==> src/irq_ctrl_pkg.sv <==
// package of constants and types shared by the interrupt controller and the core-side end
// assumes an 8-bit register port with 12-bit byte addresses and a 250 MHz core_clk
package irq_ctrl_pkg;

  // ----------------------------------------------------------------
  // widths
  // ----------------------------------------------------------------
  localparam int ADDR_W     = 12;
  localparam int DATA_W     = 8;
  localparam int SRC_N      = 24;
  localparam int LEVEL_N    = 16;
  localparam int EDGE_N     = 8;
  localparam int EDGE_IN_N  = 6;
  localparam int ID_W       = 5;

  // ----------------------------------------------------------------
  // controller register map
  // ----------------------------------------------------------------
  localparam logic [11:0] OFS_LEVEL_MASK_LOW  = 12'h640;
  localparam logic [11:0] OFS_LEVEL_MASK_HIGH = 12'h641;
  localparam logic [11:0] OFS_EDGE_MASK       = 12'h642;
  localparam logic [11:0] OFS_GLOBAL_ENABLE   = 12'h643;
  localparam logic [11:0] OFS_PRIORITY_BYTE0  = 12'h644;
  localparam logic [11:0] OFS_PRIORITY_BYTE1  = 12'h645;
  localparam logic [11:0] OFS_PRIORITY_BYTE2  = 12'h646;
  localparam logic [11:0] OFS_SOURCE_FLAGS0   = 12'h648;
  localparam logic [11:0] OFS_SOURCE_FLAGS1   = 12'h649;
  localparam logic [11:0] OFS_SOURCE_FLAGS2   = 12'h64A;

  localparam logic [7:0]  RST_BYTE            = 8'h00;
  localparam int          MODE_ENABLE_BIT     = 0;
  localparam int          MODE_MULTI_BIT      = 1;
  localparam int          BUS_IDLE_BIT        = 16;
  localparam logic [7:0]  EDGE_VALID_MASK     = 8'h7F;

  // ----------------------------------------------------------------
  // bus idle timing
  // ----------------------------------------------------------------
  localparam int CLK_PERIOD_PS     = 4000;
  localparam int BUS_IDLE_TIME_US  = 250;
  localparam int BUS_IDLE_CYCLES   = (BUS_IDLE_TIME_US * 1000000 + CLK_PERIOD_PS - 1) / CLK_PERIOD_PS;
  localparam int IDLE_CNT_W        = 17;

  // ----------------------------------------------------------------
  // core-side end: its own register map
  // ----------------------------------------------------------------
  localparam logic [3:0] HOFS_ADDR_LO   = 4'h0;
  localparam logic [3:0] HOFS_ADDR_HI   = 4'h1;
  localparam logic [3:0] HOFS_WDATA     = 4'h2;
  localparam logic [3:0] HOFS_CMD       = 4'h3;
  localparam logic [3:0] HOFS_RDATA     = 4'h4;
  localparam logic [3:0] HOFS_STATUS    = 4'h5;
  localparam logic [3:0] HOFS_SVC_CTRL  = 4'h6;
  localparam logic [3:0] HOFS_FLAGS0    = 4'h8;
  localparam logic [3:0] HOFS_FLAGS1    = 4'h9;
  localparam logic [3:0] HOFS_FLAGS2    = 4'hA;
  localparam logic [3:0] HOFS_SVC_COUNT = 4'hB;
  localparam logic [3:0] HOFS_IRQ_ID    = 4'hC;

  localparam int CMD_GO_BIT    = 0;
  localparam int CMD_WRITE_BIT = 1;

  typedef enum logic [2:0] {
    CORE_IDLE = 3'b000,
    CORE_CMD  = 3'b001,
    CORE_RDW  = 3'b010,
    SVC_RD0   = 3'b011,
    SVC_RD1   = 3'b100,
    SVC_RD2   = 3'b101,
    SVC_RDW   = 3'b110,
    SVC_CLR   = 3'b111
  } core_state_t;

endpackage

==> src/irq_link_if.sv <==
// interface joining the interrupt controller and the processor core end
// assumes both ends share core_clk; read data stand one cycle after the read strobe
`timescale 1ns/10ps
interface irq_link_if;
  import irq_ctrl_pkg::*;

  logic [ADDR_W-1:0] addr;
  logic [DATA_W-1:0] wdata;
  logic              wr;
  logic              rd;
  logic [DATA_W-1:0] rdata;
  logic              irq;
  logic              irq_high;
  logic [ID_W-1:0]   irq_id;

  modport ctrl (
    input  addr, wdata, wr, rd,
    output rdata, irq, irq_high, irq_id
  );

  modport core (
    output addr, wdata, wr, rd,
    input  rdata, irq, irq_high, irq_id
  );
endinterface

==> src/irq_core_end.sv <==
// processor core end: issues register accesses and services interrupts
// assumes a plain software port with read data one cycle after the read strobe
`timescale 1ns/10ps
module irq_core_end
  import irq_ctrl_pkg::*;
(
  // clock and reset
  input  wire logic       core_clk,
  input  wire logic       rst_n,
  // software port
  input  wire logic [3:0] sw_addr,
  input  wire logic [7:0] sw_wdata,
  input  wire logic       sw_wr,
  input  wire logic       sw_rd,
  output logic      [7:0] sw_rdata,
  // link to the controller
  irq_link_if.core        link
);

  typedef struct packed {
    core_state_t  st;
    logic [11:0]  cmd_addr;
    logic [7:0]   cmd_wdata;
    logic         cmd_write;
    logic         cmd_pend;
    logic [7:0]   cmd_rdata;
    logic         auto_svc;
    logic [23:0]  flags;
    logic [7:0]   svc_count;
    logic [4:0]   last_id;
    logic [11:0]  bus_addr;
    logic [7:0]   bus_wdata;
    logic         bus_wr;
    logic         bus_rd;
    logic [7:0]   sw_rdata;
  } core_regs_t;

  core_regs_t q, d;

  // ----------------------------------------------------------------
  // next state
  // ----------------------------------------------------------------
  always_comb begin
    d        = q;
    d.bus_wr = 1'b0;
    d.bus_rd = 1'b0;

    if (sw_wr) begin
      case (sw_addr)
        HOFS_ADDR_LO:  d.cmd_addr[7:0]  = sw_wdata;
        HOFS_ADDR_HI:  d.cmd_addr[11:8] = sw_wdata[3:0];
        HOFS_WDATA:    d.cmd_wdata      = sw_wdata;
        HOFS_CMD: begin
          if (sw_wdata[CMD_GO_BIT]) begin
            d.cmd_pend  = 1'b1;
            d.cmd_write = sw_wdata[CMD_WRITE_BIT];
          end
        end
        HOFS_SVC_CTRL: d.auto_svc = sw_wdata[0];
        default: ;
      endcase
    end

    case (q.st)
      CORE_IDLE: begin
        // a queued command goes first so software is never starved by a held level source
        if (q.cmd_pend) begin
          d.st        = q.cmd_write ? CORE_IDLE : CORE_CMD;
          d.cmd_pend  = 1'b0;
          d.bus_addr  = q.cmd_addr;
          d.bus_wdata = q.cmd_wdata;
          d.bus_wr    = q.cmd_write;
          d.bus_rd    = ~q.cmd_write;
        // a clear still on the link leaves irq high one more cycle; wait it out to avoid a second service
        end else if (q.auto_svc && link.irq && !q.bus_wr) begin
          d.st       = SVC_RD0;
          d.last_id  = link.irq_id;
        end
      end
      CORE_CMD:  d.st = CORE_RDW;
      CORE_RDW: begin
        d.cmd_rdata = link.rdata;
        d.st        = CORE_IDLE;
      end
      SVC_RD0: begin
        d.bus_addr = OFS_SOURCE_FLAGS0;
        d.bus_rd   = 1'b1;
        d.st       = SVC_RD1;
      end
      SVC_RD1: begin
        d.bus_addr = OFS_SOURCE_FLAGS1;
        d.bus_rd   = 1'b1;
        d.st       = SVC_RD2;
      end
      SVC_RD2: begin
        d.flags[7:0] = link.rdata;
        d.bus_addr   = OFS_SOURCE_FLAGS2;
        d.bus_rd     = 1'b1;
        d.st         = SVC_RDW;
      end
      SVC_RDW: begin
        d.flags[15:8] = link.rdata;
        d.st          = SVC_CLR;
      end
      SVC_CLR: begin
        // edge flags go by write-one; level flags are left to their own modules
        d.flags[23:16] = link.rdata;
        d.bus_addr     = OFS_SOURCE_FLAGS2;
        d.bus_wdata    = link.rdata;
        d.bus_wr       = |link.rdata;
        d.svc_count    = q.svc_count + 8'h01;
        d.st           = CORE_IDLE;
      end
      default: d.st = CORE_IDLE;
    endcase

    case (sw_addr)
      HOFS_ADDR_LO:   d.sw_rdata = q.cmd_addr[7:0];
      HOFS_ADDR_HI:   d.sw_rdata = {4'h0, q.cmd_addr[11:8]};
      HOFS_WDATA:     d.sw_rdata = q.cmd_wdata;
      HOFS_RDATA:     d.sw_rdata = q.cmd_rdata;
      HOFS_STATUS:    d.sw_rdata = {4'h0, link.irq_high, (q.st != CORE_IDLE) || q.cmd_pend, link.irq,
                                    (q.st >= SVC_RD0)};
      HOFS_SVC_CTRL:  d.sw_rdata = {7'h00, q.auto_svc};
      HOFS_FLAGS0:    d.sw_rdata = q.flags[7:0];
      HOFS_FLAGS1:    d.sw_rdata = q.flags[15:8];
      HOFS_FLAGS2:    d.sw_rdata = q.flags[23:16];
      HOFS_SVC_COUNT: d.sw_rdata = q.svc_count;
      HOFS_IRQ_ID:    d.sw_rdata = {3'h0, q.last_id};
      default:        d.sw_rdata = 8'h00;
    endcase
  end

  // ----------------------------------------------------------------
  // state register
  // ----------------------------------------------------------------
  always_ff @(posedge core_clk or negedge rst_n) begin
    if (!rst_n) begin
      q <= '0;
    end else begin
      q <= d;
    end
  end

  assign link.addr  = q.bus_addr;
  assign link.wdata = q.bus_wdata;
  assign link.wr    = q.bus_wr;
  assign link.rd    = q.bus_rd;
  assign sw_rdata   = q.sw_rdata;

endmodule

==> src/flat_wrapper.sv <==
// flat-port wrapper written by rule: the top's interface ports become plain ports
module irq_core_end_flat import irq_ctrl_pkg::*;
  (core_clk, rst_n, sw_addr, sw_wdata, sw_wr, sw_rd, sw_rdata, link_addr, link_wdata, link_wr, link_rd, link_rdata, link_irq, link_irq_high, link_irq_id);
  irq_link_if link_i ();
  input  wire logic core_clk;
  input  wire logic rst_n;
  input  wire logic [3:0] sw_addr;
  input  wire logic [7:0] sw_wdata;
  input  wire logic sw_wr;
  input  wire logic sw_rd;
  output logic      [7:0] sw_rdata;
  output wire logic [$bits(link_i.addr)-1:0] link_addr;
  output wire logic [$bits(link_i.wdata)-1:0] link_wdata;
  output wire logic [$bits(link_i.wr)-1:0] link_wr;
  output wire logic [$bits(link_i.rd)-1:0] link_rd;
  input wire logic [$bits(link_i.rdata)-1:0] link_rdata;
  input wire logic [$bits(link_i.irq)-1:0] link_irq;
  input wire logic [$bits(link_i.irq_high)-1:0] link_irq_high;
  input wire logic [$bits(link_i.irq_id)-1:0] link_irq_id;
  assign link_addr = link_i.addr;
  assign link_wdata = link_i.wdata;
  assign link_wr = link_i.wr;
  assign link_rd = link_i.rd;
  assign link_i.rdata = link_rdata;
  assign link_i.irq = link_irq;
  assign link_i.irq_high = link_irq_high;
  assign link_i.irq_id = link_irq_id;
  irq_core_end u_core (.core_clk(core_clk), .rst_n(rst_n), .sw_addr(sw_addr), .sw_wdata(sw_wdata), .sw_wr(sw_wr), .sw_rd(sw_rd), .sw_rdata(sw_rdata), .link(link_i));
endmodule
==> config.mk <==
export PLATFORM = sky130hd
export DESIGN_NAME = irq_core_end_flat
export DESIGN_NICKNAME = d
export VERILOG_FILES = /design/src/irq_ctrl_pkg.sv /design/src/irq_link_if.sv /design/src/irq_core_end.sv /design/src/flat_wrapper.sv
export SDC_FILE = /design/constraint.sdc
export NUM_CORES = 1
export LEC_CHECK = 0
export BUFFER_PORTS_ARGS = -buffer_cell sky130_fd_sc_hd__buf_2
export CAP_MARGIN = 30
export CORE_ASPECT_RATIO = 2
export CORE_MARGIN = 2
export CORE_UTILIZATION = 50
export DETAILED_ROUTE_END_ITERATION = 8
export GPL_TIMING_DRIVEN = 0
export PLACE_DENSITY = 0.7
export SYNTH_ARGS = -nofsm -noshare
export SYNTH_HDL_FRONTEND = slang
export SYNTH_SLANG_ARGS = --single-unit
==> constraint.sdc <==
create_clock -name core_clk -period 2 [get_ports core_clk]
set_clock_uncertainty 0.15 [all_clocks]
set_input_delay 0.4 -clock core_clk [delete_from_list [all_inputs] [get_ports core_clk]]
set_output_delay 0.4 -clock core_clk [all_outputs]
set_load 0.02 [all_outputs]
==> results of run 1 <==
## per-layer routing
layer | share of wire, % | up-vias
li1 | - | 1646
met3 | 2.7 | 25
met2 | 57 | 73
met5 | 0 | -
met4 | 3.0 | 0
met1 | 37 | 1805
## layout by cell type (no fill, tap or decap), drive strengths merged, types with 6 or more instances in the layout
cell type	n
mux2i	12
nor4	6
o21ai	15
a22o	10
nor3	7
clkbuf	17
xnor2	6
nor2	13
a21oi	9
mux2	63
buf	103
dfrtp	101
a22oi	14
inv	13
nand2	29
a21o	9
## final timing paths
path	to	slack, ps	cells after the start
setup / recovery	u_core.link.wdata[1]	50	5
max in group asynchronous	u_core.q[57]	600	3
hold reg to reg	u_core.q[42]	330	1
min in group asynchronous	u_core.link.rd	420	2
hold / removal	u_core.q[31]	130	2
setup reg to reg	u_core.link.wdata[1]	50	5
## Yosys cell counts (2+ instances only)
library cell / instances
a211o_1: 2
a21o_1: 9
a21oi_1: 9
a221o_1: 3
a22o_1: 10
a22oi_1: 14
a2bb2oi_1: 3
a32oi_1: 3
and2_1: 2
and2b_1: 2
and3_1: 4
and3b_1: 2
buf_2: 12
buf_4: 31
clkbuf_1: 7
dfrtp_1: 101
inv_1: 8
mux2_2: 63
mux2i_1: 12
nand2_1: 28
nand2b_1: 3
nand3_1: 5
nand3b_1: 4
nand4_1: 5
nor2_1: 13
nor2b_1: 5
nor3_1: 5
nor3_2: 2
nor3b_1: 2
nor4_1: 4
nor4_4: 2
o21ai_0: 14
o221ai_1: 2
o22ai_1: 5
o32ai_1: 2
xnor2_1: 6
xor2_1: 2
## kinds of logic after synthesis
| group | Yosys count |
|---|---|
| fa+ha+maj | 1 |
| simple gates | 91 |
| mux | 76 |
| flops | 101 |
| buf+inv | 60 |
| xor+xnor | 8 |
| compound gates | 83 |
## area by class of cell
cell class	count	area, µm²	share of cell area, %
plain buffers	50	329.1	5.694
well taps	132	165.2	2.858
clock inverters	6	73.82	1.277
clock buffers	10	239.0	4.135
repair buffers	61	335.3	5.802
multi-input cells	259	2076	35.92
flip-flops and latches	101	2527	43.73
inverters	9	33.78	0.5845
## timing repair
item                                    4_1_cts  5_1_grt
hold buffers                                  1        0
resized for setup                             0        5
hold endpoints to repair                     37        0
endpoints found under the setup margin        0       27
## sequential cells by signal, summed over array words and instances (netlist names)
register,count
u_core.sw_rdata,8
u_core.link.rd,1
u_core.q,71
u_core.link.wdata,8
u_core.link.addr,12
u_core.link.wr,1
## power groups by stage
stage / logic (mW) / clock network (mW) / registers, mW
after floorplan: 2.12 / 0 / 3.17
after global routing: 3.13 / 1.93 / 3.39
after detailed placement: 2.84 / 0 / 3.32
final: 2.87 / 1.81 / 3.30
after global placement: 2.76 / 0 / 3.29
after CTS: 2.85 / 1.86 / 3.29
==> metrics.md, run 1 <==
| Metric | Value |
|---|---|
| Yosys cell types | `51` |
| Filler Cell Count | `861` |
| Top cell type's share of synthesized area | `51.06%` |
| DR vias/cell | `5.651` |
| Dpl ws | `-66.46 ps` |
| Placed cells | `612` |
| Global route overflow | `0` |
| Initial core utilization | `51.03%` |
| Worst flop-to-flop path startpoint | `u_core.q[98]` |
| Port Buffers | `59` |
| Synth top area cells | `dfrtp_1 51%, mux2_2 14%, buf_4 4.7%` |
| Clock-pin slew on the worst setup and hold paths | `70 ps` |
| Max-capacitance violation count | `0` |
| Row count | `51` |
| Yosys warns | `0` |
| CP max stage delay | `510 ps` |
| Initial antenna violation count | `0` |
| Clock sink total | `101` |
| Wire length per cell | `20.21 µm` |
| Worst-margin pin slew | `645.2 ps` |
| WHS | `133.3 ps` |
| Setup TNS | `0 ps` |
| Top FF cell, synth | `dfrtp_1` |
| Mapped Cells | `420` |
| Startpoint types | `flop` |
| Synth Area in Simple Gates | `10.64%` |
| GR Layer Usage met1 | `27.18%` |
| Crit. End Element | `flop` |
| Vias after detailed routing | `3549` |
| RD Place Congestion | `1.012` |
| First-pass iteration count of the detailed router | `4` |
| Gate power share | `36.0%` |
| Crit path arrival time | `2090 ps` |
| Post-route ant nets | `0` |
| Non-Filler Instances | `628` |
| CP delay by family, top | `buffers and inverters` |
| CP Max Fanout | `10` |
| First-pass GRT wire length | `19830 µm` |
| Adder-Cell Fraction of Synth Area | `0.2528%` |
| Sequential share of the synthesized area | `51.06%` |
| Design Power | `7.985 mW` |
| Slew margin rel. | `56.67%` |
| Number of remaining DRC errors | `0` |
| Leakage power | `2.713 nW` |
| Peak VDD IR | `629.3 µV` |
| Final wirelength | `12690 µm` |
| Root Buffer | `clkbuf_16` |
| Synthesis-to-finish area growth | `16.76%` |
| Number of inserted diodes | `0` |
| Met2 Use GR | `46.85%` |
| Worst hold start | `link_irq_id[1]` |
| Switch share | `34.54%` |
| Final Util | `59.58%` |
| Number of synthesized register bits | `101` |
| Asr flop ratio synth | `100.0%` |
| Synth Area in Compound Gates | `11.98%` |
| Setup WS post-layout | `51.12 ps` |
| Flop pwr share | `41.3%` |
| XOR/XNOR Fraction of Synth Area | `1.416%` |
| Status | `finished clean` |
| Combinational family with the most area after synthesis | `multiplexers` |
| Chip height | `144.7 µm` |
| Final hold violations | `0` |
| I/O pins | `61` |
| NumNets Final | `523` |
| Worst path slowest cell | `clkbuf_1` |
| Width of the die | `74.36 µm` |
| Layout cells sized above 1 | `38.91%` |
| Dpl hpwl | `9660 µm` |
| Number of global-route vias before repair | `3725` |
| CTS H-tree depth | `3` |
| Power Density | `1382 nW/µm²` |
| Netlist Area Pre-Place | `4950 µm²` |
| Fmax achieved | `513.1 MHz` |
| Gr usage total | `25.59%` |
| GR peak layer | `met2` |
| Post-CTS Setup Repair Bufs | `0` |
| Initial drt markers | `175` |
| Crit path buf inv count | `1` |
| Syn_area_per_cell | `11.79 µm²` |
| Hold crit path type | `primary input to flop` |
| Post-synth top area cell | `dfrtp_1` |
| Final Cycle Share | `97.44%` |
| Sequence of cells on the critical path | `nand2b_1 > nor3_1 > clkbuf_1 > a22o_1 > a21o_1` |
| Post-synthesis mux area share | `17.29%` |
| Final setup viols | `0` |
| Clk buf depth | `2` |
| Clock Latency Late Sink | `350 ps` |
| CTS tree | `built` |
| Final-report max-slew violation count | `0` |
| Synthesized Nets | `452` |
| Die ar. | `10760 µm²` |
| Grt met3 use | `4.432%` |
| Crit. Startpoint | `u_core.q[98]` |
| TritonCTS buffer count | `9` |
| Minimum clock period | `1949 ps` |
| Core box area | `9699 µm²` |
| Int Power | `5.227 mW` |
| Final instance area | `5779 µm²` |
| Switch Pwr | `2.758 mW` |
| Worst EP required | `2140 ps` |
| Clock share of power | `22.7%` |
| Kind of critical path | `flop to flop` |
| Largest net degree at the start of global routing | `65` |
| Number of enable flip-flop cells after synthesis | `0` |
| Post-DP Area | `5440 µm²` |
(Power assumes the default switching activity.)
==> run 2: changes to the inputs <==
==> constraint.sdc (replaced) <==
create_clock -name core_clk -period 2.4 [get_ports core_clk]
set_clock_uncertainty 0.15 [all_clocks]
set_input_delay 0.48 -clock core_clk [delete_from_list [all_inputs] [get_ports core_clk]]
set_output_delay 0.48 -clock core_clk [all_outputs]
set_load 0.02 [all_outputs]
==> metrics.md, run 2 (synthesis results as in run 1) <==
| Metric | Value |
|---|---|
| Status | `finished clean` |
| R2R cell count | `4 (-1)` |
| Final wirelength | `12730 µm (+0.26%)` |
| Reg2Reg Setup Slack | `420 ps (+370 ps)` |
| Clock-pin slew on the worst setup and hold paths | `70 ps (about the same)` |
| Synthesis-to-finish area growth | `16.43%` |
| Setup WS post-layout | `419.6 ps (+368.5 ps)` |
| Kind of critical path | `flop to flop` |
| Max reg flops | `71 (unchanged)` |
| Number of inserted diodes | `0 (unchanged)` |
| Die ar. | `10760 µm² (unchanged)` |
| Root Buffer | `clkbuf_16` |
| Vias after detailed routing | `3560 (+0.31%)` |
| Layout cells sized above 1 | `38.43% (-0.48 points)` |
| RSZ-0062 raised after global routing | `false` |
| Final hold violations | `0 (unchanged)` |
| Row count | `51 (unchanged)` |
| Commonest non-fill, non-tap cell in the layout | `dfrtp_1` |
| Sequence of cells on the critical path | `buf_2 > inv_2 > nor3_2 > mux2_2` |
| Fmax achieved | `505.0 MHz (-1.6%)` |
| PostCTS Resize Cnt | `0 (unchanged)` |
| Post-route ant nets | `0 (unchanged)` |
| Clock sink total | `101 (unchanged)` |
| Hold crit path type | `primary input to flop` |
| Critical R2R Capture | `u_core.q[69]` |
| Final-report max-slew violation count | `0 (unchanged)` |
| CTS H-tree depth | `3 (unchanged)` |
| CP Max Fanout | `10 (unchanged)` |
| TritonCTS buffer count | `9 (unchanged)` |
| Core box area | `9699 µm² (unchanged)` |
| Worst EP required | `2490 ps (+350 ps)` |
| WHS | `209.5 ps (+76.12 ps)` |
| Largest net degree at the start of global routing | `65 (unchanged)` |
| First-pass GRT wire length | `19830 µm (unchanged)` |
| Final Cycle Share | `82.51% (-15 points)` |
| Crit path arrival time | `2070 ps (-20 ps)` |
| Clk buf depth | `2 (unchanged)` |
| Slew margin rel. | `43.89% (-13 points)` |
| RD Place Congestion | `1.012 (unchanged)` |
| Clock Latency Late Sink | `350 ps (about the same)` |
| First-pass iteration count of the detailed router | `4 (unchanged)` |
| Wire length per cell | `20.23 µm (+0.10%)` |
| Startpoint types | `flop` |
| DR vias/cell | `5.660 (+0.15%)` |
| Max-capacitance violation count | `0 (unchanged)` |
| Global route overflow | `0 (unchanged)` |
| I/O pins | `61 (unchanged)` |
| Leakage power | `2.709 nW (-0.16%)` |
| Power Density | `1150 nW/µm² (-17%)` |
| Area taken by multi-input logic gates | `2058 µm² (-0.84%)` |
| Filler Cell Count | `860 (-0.12%)` |
| Post-CTS Setup Repair Bufs | `0 (unchanged)` |
| Seq. cell area | `2527 µm² (unchanged)` |
| Initial core utilization | `51.03% (unchanged)` |
| Number of remaining DRC errors | `0 (unchanged)` |
| Dpl ws | `253.5 ps (+320.0 ps)` |
| Reg with most FFs | `u_core.q` |
| Worst path slowest cell | `nor3_2` |
| Peak VDD IR | `525.2 µV (-17%)` |
| Initial drt markers | `155 (-11%)` |
| CP max stage delay | `690 ps (+180 ps)` |
| Number of global-route vias before repair | `3725 (unchanged)` |
| NumNets Final | `524 (+0.19%)` |
| Final setup viols | `0 (unchanged)` |
| Dpl hpwl | `9660 µm (unchanged)` |
| # hold bufs at CTS | `1 (unchanged)` |
| Commonest cells after routing, fill and taps aside | `101 x dfrtp_1, 70 x buf_2, 63 x mux2_2` |
| Worst setup endpoint | `u_core.q[69]` |
| Chip height | `144.7 µm (unchanged)` |
| Worst-margin pin slew | `837.0 ps (+191.9 ps)` |
| Port Buffers | `59 (unchanged)` |
| Crit. End Element | `flop` |
| Initial antenna violation count | `0 (unchanged)` |
| Minimum clock period | `1980 ps (+31.47 ps)` |
| Gr usage total | `25.59% (unchanged)` |
| Crit. Startpoint | `u_core.q[99]` |
| Width of the die | `74.36 µm (unchanged)` |
| Final Util | `59.42% (-0.17 points)` |
| CTS tree | `built` |
| Worst flop-to-flop path startpoint | `u_core.q[99]` |
## run 2: stage by stage
step                instances  total power, mW  TNS (ps)  area, µm²
floorplan                 420            4.412         0       4950
global placement          611            5.039    -28150       5410
detailed placement        612            5.139         0       5440
CTS                       629            6.671         0       5763
global route              629            7.004         0       5763
finish                    629            6.630         0       5763
## run 2: worst max-delay path, delay by kind of cell, from the launching register on
kind | cells | cell delay, ps
AND/OR/NAND/NOR | 1 | 690
flip-flops | 1 | 320
multiplexers | 1 | 410
buffers and inverters | 2 | 280
## run 2: area by class of cell
type | count | share of cell area (%)
Timing Repair Buffer | 61 | 5.819
Clock inverter | 6 | 1.281
Multi-Input combinational cell | 259 | 35.71
Sequential cell | 101 | 43.86
Clock buffer | 10 | 4.147
Inverter | 9 | 0.5862
Tap cell | 132 | 2.866
Buffer | 51 | 5.732
## run 2: per-layer routing
metal  routed length [µm]  up-vias  global-route usage (%)
met5                    0        -                       0
met4                  444        0                   13.06
li1                     -     1646                       -
met3                  387       30                   4.432
met1                 4718     1805                   27.18
met2                 7177       79                   46.85
## run 2: worst min-delay path by stage
stage,from,to,slack (ps),depth (start not counted)
floorplan,rst_n,u_core.link.addr[0],30,0
global route,link_irq_id[2],u_core.q[32],210,2
detailed placement,u_core.link.wdata[6],u_core.link.wdata[6],320,1
finish,link_irq_id[2],u_core.q[32],210,2
CTS,link_irq_id[2],u_core.q[32],200,2
global placement,u_core.q[42],u_core.q[42],310,1
## run 2: power by group
part	leakage (nW)	internal [mW]	switching, mW
Clock	0.154	0.854	0.670
Sequential	1.24	2.34	0.413
Combinational	1.31	1.15	1.20
Total	2.71	4.34	2.29
